### src/anvr_pkg.sv
package anvr_pkg;
    // ----------------------------------------
    // Clock and timing
    // ----------------------------------------
    localparam int CLK_PERIOD_PS = 8000; // 125 MHz reference clock
    localparam int STARTUP_NS = 2000000; // Startup wait after power good
    localparam int STARTUP_CYC = (STARTUP_NS * 1000 + CLK_PERIOD_PS - 1) / CLK_PERIOD_PS;
    localparam int READ_CYCLE_NS = 45; // Read cycle time
    localparam int ADDR_ACCESS_NS = 45; // Address and enable access time
    localparam int OE_TO_DATA_VALID_NS = 20; // Output enable access time
    localparam int CE_RELEASE_TO_FLOAT_NS = 15; // Bus float after enable rises
    localparam int OE_RELEASE_TO_FLOAT_NS = 15; // Bus float after output enable rises
    localparam int ADDR_CHANGE_DATA_HOLD_NS = 3; // Old data hold after address change
    // Minimums rounded up to whole cycles
    localparam int READ_CYCLE_CYC = (READ_CYCLE_NS * 1000 + CLK_PERIOD_PS - 1) / CLK_PERIOD_PS;
    localparam int ACCESS_CYC = (ADDR_ACCESS_NS * 1000 + CLK_PERIOD_PS - 1) / CLK_PERIOD_PS;
    localparam int FLOAT_CYC = (CE_RELEASE_TO_FLOAT_NS * 1000 + CLK_PERIOD_PS - 1)
        / CLK_PERIOD_PS;
    // Two synchroniser stages on the returned data
    localparam int SYNC_CYC = 2;
    localparam int SAMPLE_CYC = ACCESS_CYC + SYNC_CYC;
    localparam int CNT_W = 8; // Width of the cycle counter
    // ----------------------------------------
    // Sequencer states
    // ----------------------------------------
    typedef enum logic [2:0] {
        ANVR_WAIT = 3'b000,
        ANVR_IDLE = 3'b001,
        ANVR_READ = 3'b010,
        ANVR_RECOVER = 3'b011,
        ANVR_WRITE = 3'b100
    } anvr_state_e;
endpackage

### src/anvr_timer_if.sv
`timescale 1ns/1ps
`default_nettype none
// ----------------------------------------
// Startup timer link
// ----------------------------------------
interface anvr_timer_if;
    logic power_good; // Both supplies above minimum
    logic start_done; // Startup interval has passed
    modport ctrl (output power_good, input start_done);
    modport timer (input power_good, output start_done);
endinterface
`default_nettype wire

### src/anvr_startup_timer.sv
`timescale 1ns/1ps
`default_nettype none
// ----------------------------------------
// Startup timer: counts the wait after power good
// ----------------------------------------
module anvr_startup_timer #(
    parameter int STARTUP_CYCLES = anvr_pkg::STARTUP_CYC
) (
    input wire logic ref_clk,
    input wire logic resetn,
    anvr_timer_if.timer tmr
);
    localparam int W = $clog2(STARTUP_CYCLES + 1);
    initial
    begin
        if (STARTUP_CYCLES < 1)
            $error("STARTUP_CYCLES must be at least one");
    end
    logic [W-1:0] cnt_reg; // Cycles since power good
    logic done_reg; // Wait complete
    wire at_end = (cnt_reg == W'(STARTUP_CYCLES - 1));
    // Any power loss restarts the full wait
    always_ff @(posedge ref_clk or negedge resetn)
    begin
        if (!resetn)
        begin
            cnt_reg <= '0;
            done_reg <= 1'b0;
        end
        else if (!tmr.power_good)
        begin
            cnt_reg <= '0;
            done_reg <= 1'b0;
        end
        else if (!done_reg)
        begin
            cnt_reg <= cnt_reg + W'(1);
            done_reg <= at_end;
        end
    end
    assign tmr.start_done = done_reg;
    // Done never rises before the full count
    property p_no_early_done;
        @(posedge ref_clk) disable iff (!resetn)
        $rose(done_reg) |-> $past(at_end) && $past(tmr.power_good);
    endproperty
    a_no_early_done: assert property (p_no_early_done)
        else $error("startup done rose early");
    // Power loss clears done next cycle
    property p_brownout_clears;
        @(posedge ref_clk) disable iff (!resetn)
        !tmr.power_good |=> !done_reg && cnt_reg == '0;
    endproperty
    a_brownout_clears: assert property (p_brownout_clears)
        else $error("startup wait not restarted after power loss");
endmodule
`default_nettype wire

### src/anvr_host.sv
`timescale 1ns/1ps
`default_nettype none
module anvr_host #(
    parameter int ADDR_W = 15,
    parameter int STARTUP_CYCLES = anvr_pkg::STARTUP_CYC
) (
    input wire logic ref_clk,
    input wire logic resetn,
    input wire logic power_good,
    input wire logic req_valid,
    input wire logic req_write,
    input wire logic req_burst,
    input wire logic [ADDR_W-1:0] req_addr,
    input wire logic [7:0] req_wdata,
    output logic req_ready,
    output logic rsp_valid,
    output logic [7:0] rsp_rdata,
    output logic mem_ce_n,
    output logic mem_we_n,
    output logic mem_oe_n,
    output logic [ADDR_W-1:0] mem_addr,
    input wire logic [7:0] mem_dq_i,
    output logic [7:0] mem_dq_o,
    output logic mem_dq_oe
);
    // ----------------------------------------
    // Elaboration checks and constants
    // ----------------------------------------
    initial
    begin
        if (ADDR_W < 1 || ADDR_W > 32)
            $error("ADDR_W out of range");
    end
    localparam int CW = anvr_pkg::CNT_W;
    localparam logic [CW-1:0] SAMPLE_AT = CW'(anvr_pkg::SAMPLE_CYC);
    localparam logic [CW-1:0] CYCLE_MIN = CW'(anvr_pkg::READ_CYCLE_CYC);
    localparam logic [CW-1:0] FLOAT_MIN = CW'(anvr_pkg::FLOAT_CYC);
    localparam logic [CW-1:0] WRITE_LEN = CW'(anvr_pkg::READ_CYCLE_CYC);
    // ----------------------------------------
    // Startup timer
    // ----------------------------------------
    anvr_timer_if tif ();
    logic [1:0] pg_sync_reg; // Power good synchroniser
    always_ff @(posedge ref_clk or negedge resetn)
    begin
        if (!resetn)
            pg_sync_reg <= 2'h0;
        else
            pg_sync_reg <= {pg_sync_reg[0], power_good};
    end
    assign tif.power_good = pg_sync_reg[1];
    anvr_startup_timer #(.STARTUP_CYCLES(STARTUP_CYCLES)) u_timer (
        .ref_clk(ref_clk),
        .resetn(resetn),
        .tmr(tif)
    );
    // ----------------------------------------
    // Returned data synchroniser
    // ----------------------------------------
    logic [7:0] dq_s1_reg; // First stage, read only by second
    logic [7:0] dq_s2_reg; // Second stage
    always_ff @(posedge ref_clk or negedge resetn)
    begin
        if (!resetn)
        begin
            dq_s1_reg <= 8'h00;
            dq_s2_reg <= 8'h00;
        end
        else
        begin
            dq_s1_reg <= mem_dq_i;
            dq_s2_reg <= dq_s1_reg;
        end
    end
    // ----------------------------------------
    // Sequencer
    // ----------------------------------------
    anvr_pkg::anvr_state_e state_reg, state_next;
    logic [CW-1:0] cnt_reg, cnt_next; // Cycles in current phase
    logic burst_reg, burst_next; // Address-controlled read mode
    wire started = tif.start_done;
    wire take_req = (state_reg == anvr_pkg::ANVR_IDLE) && req_valid && started;
    wire read_take = (state_reg == anvr_pkg::ANVR_READ) && (cnt_reg == SAMPLE_AT);
    wire cycle_done = (cnt_reg >= CYCLE_MIN) && (cnt_reg >= SAMPLE_AT);
    wire burst_more = burst_reg && req_valid && !req_write && req_burst;
    wire write_end = (state_reg == anvr_pkg::ANVR_WRITE) && (cnt_reg == WRITE_LEN);
    // Next state decode
    always_comb
    begin
        state_next = state_reg;
        cnt_next = cnt_reg + CW'(1);
        burst_next = burst_reg;
        case (state_reg)
            anvr_pkg::ANVR_WAIT:
            begin
                cnt_next = '0;
                if (started)
                    state_next = anvr_pkg::ANVR_IDLE;
            end
            anvr_pkg::ANVR_IDLE:
            begin
                cnt_next = '0;
                if (!started)
                    state_next = anvr_pkg::ANVR_WAIT;
                else if (take_req)
                begin
                    state_next = req_write ? anvr_pkg::ANVR_WRITE : anvr_pkg::ANVR_READ;
                    burst_next = req_burst && !req_write;
                end
            end
            anvr_pkg::ANVR_READ:
            begin
                if (cycle_done)
                begin
                    cnt_next = '0;
                    // Next address with enables held low
                    if (burst_more)
                        state_next = anvr_pkg::ANVR_READ;
                    else
                        state_next = anvr_pkg::ANVR_RECOVER;
                end
            end
            anvr_pkg::ANVR_WRITE:
            begin
                if (write_end)
                begin
                    cnt_next = '0;
                    state_next = anvr_pkg::ANVR_RECOVER;
                end
            end
            anvr_pkg::ANVR_RECOVER:
            begin
                // Bus float time before anyone drives again
                if (cnt_reg >= FLOAT_MIN)
                begin
                    cnt_next = '0;
                    state_next = anvr_pkg::ANVR_IDLE;
                    burst_next = 1'b0;
                end
            end
            default:
            begin
                state_next = anvr_pkg::ANVR_WAIT;
                cnt_next = '0;
            end
        endcase
        // Power loss aborts everything
        if (!started)
        begin
            state_next = anvr_pkg::ANVR_WAIT;
            cnt_next = '0;
            burst_next = 1'b0;
        end
    end
    always_ff @(posedge ref_clk or negedge resetn)
    begin
        if (!resetn)
        begin
            state_reg <= anvr_pkg::ANVR_WAIT;
            cnt_reg <= '0;
            burst_reg <= 1'b0;
        end
        else
        begin
            state_reg <= state_next;
            cnt_reg <= cnt_next;
            burst_reg <= burst_next;
        end
    end
    // ----------------------------------------
    // Pin drive
    // ----------------------------------------
    wire in_read = (state_next == anvr_pkg::ANVR_READ);
    wire in_write = (state_next == anvr_pkg::ANVR_WRITE);
    wire new_addr = take_req || (read_take && cycle_done && burst_more);
    wire wr_pulse = in_write && (state_reg == anvr_pkg::ANVR_WRITE) && !write_end;
    always_ff @(posedge ref_clk or negedge resetn)
    begin
        if (!resetn)
        begin
            mem_ce_n <= 1'b1;
            mem_we_n <= 1'b1;
            mem_oe_n <= 1'b1;
            mem_dq_oe <= 1'b0;
            mem_dq_o <= 8'h00;
            mem_addr <= '0;
        end
        else
        begin
            mem_ce_n <= !(in_read || in_write);
            mem_we_n <= !wr_pulse;
            mem_oe_n <= !in_read;
            mem_dq_oe <= in_write;
            if (new_addr)
                mem_addr <= req_addr;
            if (take_req && req_write)
                mem_dq_o <= req_wdata;
        end
    end
    // ----------------------------------------
    // Request and answer ports
    // ----------------------------------------
    always_ff @(posedge ref_clk or negedge resetn)
    begin
        if (!resetn)
        begin
            req_ready <= 1'b0;
            rsp_valid <= 1'b0;
            rsp_rdata <= 8'h00;
        end
        else
        begin
            req_ready <= (state_next == anvr_pkg::ANVR_IDLE) && started;
            rsp_valid <= read_take;
            if (read_take)
                rsp_rdata <= dq_s2_reg;
        end
    end
    // ----------------------------------------
    // Checks
    // ----------------------------------------
    property p_we_high_in_read;
        @(posedge ref_clk) disable iff (!resetn)
        !mem_oe_n |-> mem_we_n;
    endproperty
    a_we_high_in_read: assert property (p_we_high_in_read)
        else $error("write enable low during read");
    property p_no_drive_with_oe;
        @(posedge ref_clk) disable iff (!resetn)
        !mem_oe_n |-> !mem_dq_oe;
    endproperty
    a_no_drive_with_oe: assert property (p_no_drive_with_oe)
        else $error("host drives bus while output enable low");
    property p_idle_before_start;
        @(posedge ref_clk) disable iff (!resetn)
        !started |=> mem_ce_n && mem_we_n;
    endproperty
    a_idle_before_start: assert property (p_idle_before_start)
        else $error("enables low before startup complete");
    property p_addr_stable_in_cycle;
        @(posedge ref_clk) disable iff (!resetn)
        !mem_ce_n && $past(!mem_ce_n) && !$past(new_addr) |-> $stable(mem_addr);
    endproperty
    a_addr_stable_in_cycle: assert property (p_addr_stable_in_cycle)
        else $error("address moved within a cycle");
    property p_sample_late_enough;
        @(posedge ref_clk) disable iff (!resetn)
        rsp_valid |-> $past(!mem_oe_n, 2) && !$past(mem_ce_n, 2);
    endproperty
    a_sample_late_enough: assert property (p_sample_late_enough)
        else $error("read data taken outside a read");
endmodule
`default_nettype wire

### config.mk
export PLATFORM = sky130hd
export DESIGN_NAME = anvr_host
export DESIGN_NICKNAME = d
export VERILOG_FILES = /design/src/anvr_pkg.sv /design/src/anvr_timer_if.sv /design/src/anvr_startup_timer.sv /design/src/anvr_host.sv
export SDC_FILE = /design/constraint.sdc
export NUM_CORES = 1
export LEC_CHECK = 0
export ABC_AREA = 1
export BUFFER_PORTS_ARGS = -buffer_cell sky130_fd_sc_hd__buf_2
export CORE_MARGIN = 4
export CORE_UTILIZATION = 30
export DETAILED_ROUTE_END_ITERATION = 16
export GPL_ROUTABILITY_DRIVEN = 0
export GPL_TIMING_DRIVEN = 0
export HOLD_SLACK_MARGIN = 0.02
export PLACE_DENSITY_LB_ADDON = 0.12
export SYNTH_ARGS = -nofsm -noshare
export SYNTH_HDL_FRONTEND = slang
export SYNTH_HIERARCHICAL = 1
export SYNTH_SLANG_ARGS = --single-unit
export TNS_END_PERCENT = 1
### constraint.sdc
create_clock -name ref_clk -period 1.67 [get_ports ref_clk]
set_input_delay 0.2505 -clock ref_clk [delete_from_list [all_inputs] [get_ports ref_clk]]
set_output_delay 0.2505 -clock ref_clk [all_outputs]
set_load 0.05 [all_outputs]
* Word level (Yosys, flattened, before mapping)
Index checks and enable logic that the tools add are counted.
Word-level totals: register bits 86
Cells by class: $add $sub $neg 2, magnitude comparators 3, equality and inequality tests 14, muxes and demuxes 21, reduce and logical (&&, ||, !) cells 24
Operators with widths (number):
- 18-bit 2-to-1 mux | 2
- 8-bit 2-to-1 mux | 4
- 8-bit case mux with 3 select lines | 1
- 18-bit by 1-bit adder with 18-bit output, second input constant | 1
- 18-bit == test, second input constant | 1
- 3-bit 2-to-1 mux | 6
- 1-bit logical AND | 15
- 3-bit case mux with 5 select lines | 1
- 3-bit by 2-bit == test with 1-bit output, second input constant | 3
- 3-bit inequality test, second input constant | 3
- 8-bit by 1-bit adder with 8-bit output, second input constant | 1
- 8-bit by 3-bit == test with 1-bit output, second input constant | 1
- 8-bit by 4-bit == test with 1-bit output, second input constant | 1
- 8-bit by 2-bit >= comparator with 1-bit output, second input constant | 1
- 8-bit by 3-bit >= comparator with 1-bit output, second input constant | 1
- 8-bit by 4-bit >= comparator with 1-bit output, second input constant | 1
- 3-bit by 1-bit == test with 1-bit output, second input constant | 2
- 3-bit == test, second input constant | 2
- 1-bit 2-to-1 mux | 6
- 1-bit logical NOT | 5
- 3-bit logical NOT | 1
- 3-bit AND reduction | 1
- 1-bit logical OR | 2
- 2-bit inequality test, second input constant | 1
- 1-bit case mux with 2 select lines | 1

* Longest topological paths before layout
depth after elaboration 11, gate-level depth with buffers 10, gate-level depth less buffers 10

* Modules after synthesis
Netlist, hierarchy kept.
Modules (own cells, without submodules):
- anvr_host | instances 1, cells each 244, area an instance 2643.8 sq um, seq. area each 1680.4 sq um
- anvr_startup_timer | instances 1, cells each 155, area an instance 1126.1 sq um, seq. area each 475.5 sq um

* Least setup slack after synthesis
Ideal clock, no wire load.
path type register -> register, from register state_reg[0], to register mem_addr[10], arrival 1.479 ns, required time 1.552 ns, slack 0.073 ns, cell stages (with the launch flop) 9, clock period less this slack 1.597 ns, path through dfrtp_1 > buf_6 > nor3_4 > nand2_4 > or2_1 > buf_6 > buf_4 > nand3_1 > nand2_1
Between the ends: cells in the longest elaborated chain, start to end 5, elaborated cells on any way between the ends 8, those cells by class 2 x eq/ne; 6 x reduce/logical
RTL lines:
- from (decl) | line anvr_host.sv:78 | anvr_pkg::anvr_state_e state_reg, state_next;
- from (signal assigned) | line anvr_host.sv:159 | state_reg <= anvr_pkg::ANVR_WAIT;
- from (signal assigned) | line anvr_host.sv:165 | state_reg <= state_next;
- 3-bit by 2-bit == test with 1-bit output | line anvr_host.sv:83 | wire read_take = (state_reg == anvr_pkg::ANVR_READ) && (cnt_reg == SAMPLE_AT);
- 1-bit logical AND | line anvr_host.sv:83
- 1-bit logical AND (2 in a row) | line anvr_host.sv:175 | wire new_addr = take_req || (read_take && cycle_done && burst_more);
- 1-bit logical OR * | line anvr_host.sv:175
- to (signal assigned) | line anvr_host.sv:195 | mem_addr <= req_addr;
- to (decl) | line anvr_host.sv:21 | output logic [ADDR_W-1:0] mem_addr,
Every way passes the cells marked *; elsewhere a longest branch is shown, timed or not. A chain may end at the register's enable or synchronous reset.

* Worst setup path in the final report
from register state_reg[0], to register rsp_rdata[7]
Between the ends: cells in the longest elaborated chain, start to end 2
RTL lines:
- 3-bit by 2-bit == test with 1-bit output | line anvr_host.sv:83
- 1-bit logical AND | line anvr_host.sv:83
- net read_take | line anvr_host.sv:83
- to (signal assigned) | line anvr_host.sv:216 | rsp_rdata <= dq_s2_reg;
- to (decl) | line anvr_host.sv:17 | output logic [7:0] rsp_rdata,
The timed path passes the listed nets, and every way through them passes these cells.

==> reports/qor.csv <==
stage,metric,value,unit
global_route,grt_usage,0.118,
setup_path,path_max_fanout,5,
cts,clkLatencyLatePin,0.34,ns
drt,dr.pass1.iters,4,
setup_path,cp.arrival,1.89,ns
sta,setup_slack,0.0589,ns
pwr,total_power,4.51,mW
floorplanning,std_cell_rows,40,
logic_synthesis,yosysTopAreaCell,dfrtp_1,
logic_synthesis,synth_seq_cells,86,
setup_path,critPathKind,reg -> reg,
drt,drt_wl_total,7880,um
sta,clock_skew,0.00645,ns
logic_synthesis,yosys_warnings,6,
placed_design,io_buffers,73,
setup_path,cp.required,1.95,ns
setup_path,max_stage_delay,0.37,ns
sta,rsz0062_at_grt,true,
logic_synthesis,synth_top_area_frac,0.551,
layout,num_antenna_cells,0,
layout,fillers,1240,
drt,avgViaCountPerCell,4.29,
cts,htreeDepth,3,
global_route,grt_max_degree,49,
logic_synthesis,synth.top_cells.by_area,"dfrtp_1 (55%), nand2_1 (10%), nand3_1 (5.3%)",
global_route,grt_pass1_wl,13600,um
setup_path,cp_cell_sequence,"buf_6, nor3_4, buf_6, inv_2, nor4_4, buf_4, nand2_1, nand2_1",
layout,ff_latch_area,2160,um2
sta,holdWs,0.110,ns
cts,cts-root-buf,clkbuf_16,
floorplanning,io_pins,74,
drt,drc,0,
sta,period_needed,1.61,ns
layout,drive_above_1_share,0.310,
cts,cts_made_buffers,9,
setup_path,crit_buf_inv,4,
pwr,power_density,912,nW/um2
cts,tritoncts,built,
drt,antenna_left,0,
floorplanning,fp.dieH,120,um
setup_path,slowest_stage,dfrtp_1,
pwr,power.leakage,2.52,nW
sta,report.final.slew_viol_count,0,
floorplanning,coreArea,12200,um2
drt,num_vias,2897,
floorplanning,initial_core_util,0.310,
logic_synthesis,syn-instance-count,399,
layout,stdcell_count,675,
layout,multi_input_area,1460,um2
sta,post-route-period-util,0.965,
sta,fmax,621,MHz
logic_synthesis,seq_area_frac_synth,0.572,
logic_synthesis,syn_nets,439,
layout,fin_util,0.406,
sta,finalSetupViolations,0,
layout,largest_reg_flops,18,
placed_design,dp_slack,-0.120,ns
floorplanning,dieArea,14400,um2
logic_synthesis,yosysUniqueCellTypes,39,
status,status,"finished, final reports clean",
global_route,antenna_found_initial,0,
cts,clock_path_buffers,2,
logic_synthesis,synth_edf_count,0,
run,cap_violations,0,
setup_path,worstSetupStartpointType,flop,
layout,synthToLayoutAreaGrowth,31.1,%
drt,drt-initial-drc-count,118,
logic_synthesis,postSynthAreaPerCell,9.45,um2
min_path,hold_path.class,in -> reg,
pwr,peakVddDrop,754,uV
sta,tightestPinTransition,0.510,ns
drt,wl_per_cell,11.7,um
placed_design,dp_hpwl,5760,um
logic_synthesis,synth_async_sr_flop_share,1.00,
floorplanning,die_w,120,um
sta,timing.final.hold_violations,0,
logic_synthesis,ys.flop_type,dfrtp_1,
setup_path,worstSetupEndpointType,flop,
placed_design,place_inst,641,
global_route,grt_pass1_vias,2888,
sta,relSlewSlack,0.660,
layout,final_nets,542,
cts,clk_pin_slew,0.06,ns
global_route,grt_overflow,0,
logic_synthesis,synthesis.area,3770,um2
setup_path,crit_family,simple AND/OR/NAND/NOR gates,
cts,clkSinkCount,86,
-- worst register-to-register path, stage by stage, from the launching register on --
cell and delay (ns):
dfrtp_1 0.37, buf_6 0.13, nor3_4 0.26, buf_6 0.15, inv_2 0.04, nor4_4 0.30, buf_4 0.19, nand2_1 0.05
nand2_1 0.05
-- final timing paths --
| kind | start | to | slack, ns | cells past startpoint |
|---|---|---|---|---|
| min in group asynchronous | resetn | dq_s1_reg[4] | 0.43 | 2 |
| max | state_reg[0] | rsp_rdata[7] | 0.06 | 8 |
| min reg2reg | dq_s1_reg[7] | dq_s2_reg[7] | 0.35 | 0 |
| max reg2reg | state_reg[0] | rsp_rdata[7] | 0.06 | 8 |
| max in group asynchronous | resetn | mem_we_n | 0.58 | 3 |
| min | req_addr[2] | mem_addr[2] | 0.11 | 3 |
-- metrics by stage --
step | setup TNS [ns] | area [um2]
after floorplan | 0 | 3770
after global routing | -0.425 | 4940
final | 0 | 4940
after global placement | -40.15 | 4350
after CTS | -0.00754 | 4870
after detailed placement | -1.36 | 4380
-- Yosys cell counts, drive strengths merged (2+ instances only) --
master / instances
a21oi: 9
buf: 7
dfrtp: 83
dfstp: 3
ha: 3
inv: 36
mux2: 8
nand2: 112
nand3: 43
nand4: 3
nor2: 56
nor3: 9
nor4: 2
o21ai: 10
or2: 2
xor2: 5
-- power breakdown --
group / switching (mW) / leakage, nW / internal [mW] / total, mW
combinational: 0.0770 / 1.22 / 0.0647 / 0.142
sequential: 0.0113 / 1.14 / 2.11 / 2.12
clock: 0.784 / 0.159 / 1.46 / 2.24
total: 0.872 / 2.52 / 3.63 / 4.51
-- layout by cell type (no fill, tap or decap), types with 3 or more instances in the layout --
cell type / instances
nand3_2: 4
nand2_4: 3
buf_4: 9
nor2_4: 7
buf_2: 73
dfrtp_1: 79
nor2_2: 6
mux2_2: 8
a21oi_1: 9
xor2_1: 5
ha_1: 3
nor2_1: 43
dfrtp_2: 4
nand2_1: 100
nand2_2: 8
dfstp_2: 3
bufinv_16: 3
o21ai_0: 8
dlygate4sd3_1: 10
buf_6: 5
nand3_1: 38
clkbuf_16: 9
nor3_1: 8
inv_1: 33
-- per-layer routing --
metal | global-route usage | vias up | wire length (um)
met3 | 0.0391 | 5 | 419
met2 | 0.186 | 61 | 3720
met5 | 0 | - | 0
met1 | 0.150 | 1355 | 3680
met4 | 0.0451 | 0 | 57
li1 | - | 1476 | -
-- logic make-up (layout without fill, tap and decap cells) --
group | Yosys count | after routing | share of synthesized area
and+or+nand+nor | 230 | 230 | 0.291
DFF | 86 | 86 | 0.572
buffers and inverters | 44 | 152 | 0.0564
AOI/OAI and AO/OA | 22 | 22 | 0.0325
muxes | 8 | 8 | 0.0239
xor gates and xnor gates | 6 | 6 | 0.0139
adders and majority gates | 3 | 3 | 0.00996
-- area by class of cell --
| class | count | area share |
|---|---|---|
| clock buffer | 10 | 0.0463 |
| sequential | 86 | 0.437 |
| timing repair buffer | 93 | 0.115 |
| inverter | 36 | 0.0278 |
| buffer | 7 | 0.0134 |
| multi-input combinational | 269 | 0.295 |
| tap | 168 | 0.0425 |
| clock inverter | 6 | 0.0223 |
-- timing repair --
action / 4_1_cts / 5_1_grt
hold endpoints to repair: 47 / 0
gates resized for setup: 6 / 22
hold buffers: 10 / 0
setup buffers: 4 / 4
gates cloned: 0 / 1
setup endpoints to repair: 20 / 31
pin swaps: 3 / 5
Note: power is estimated with default switching activity, not from simulation.
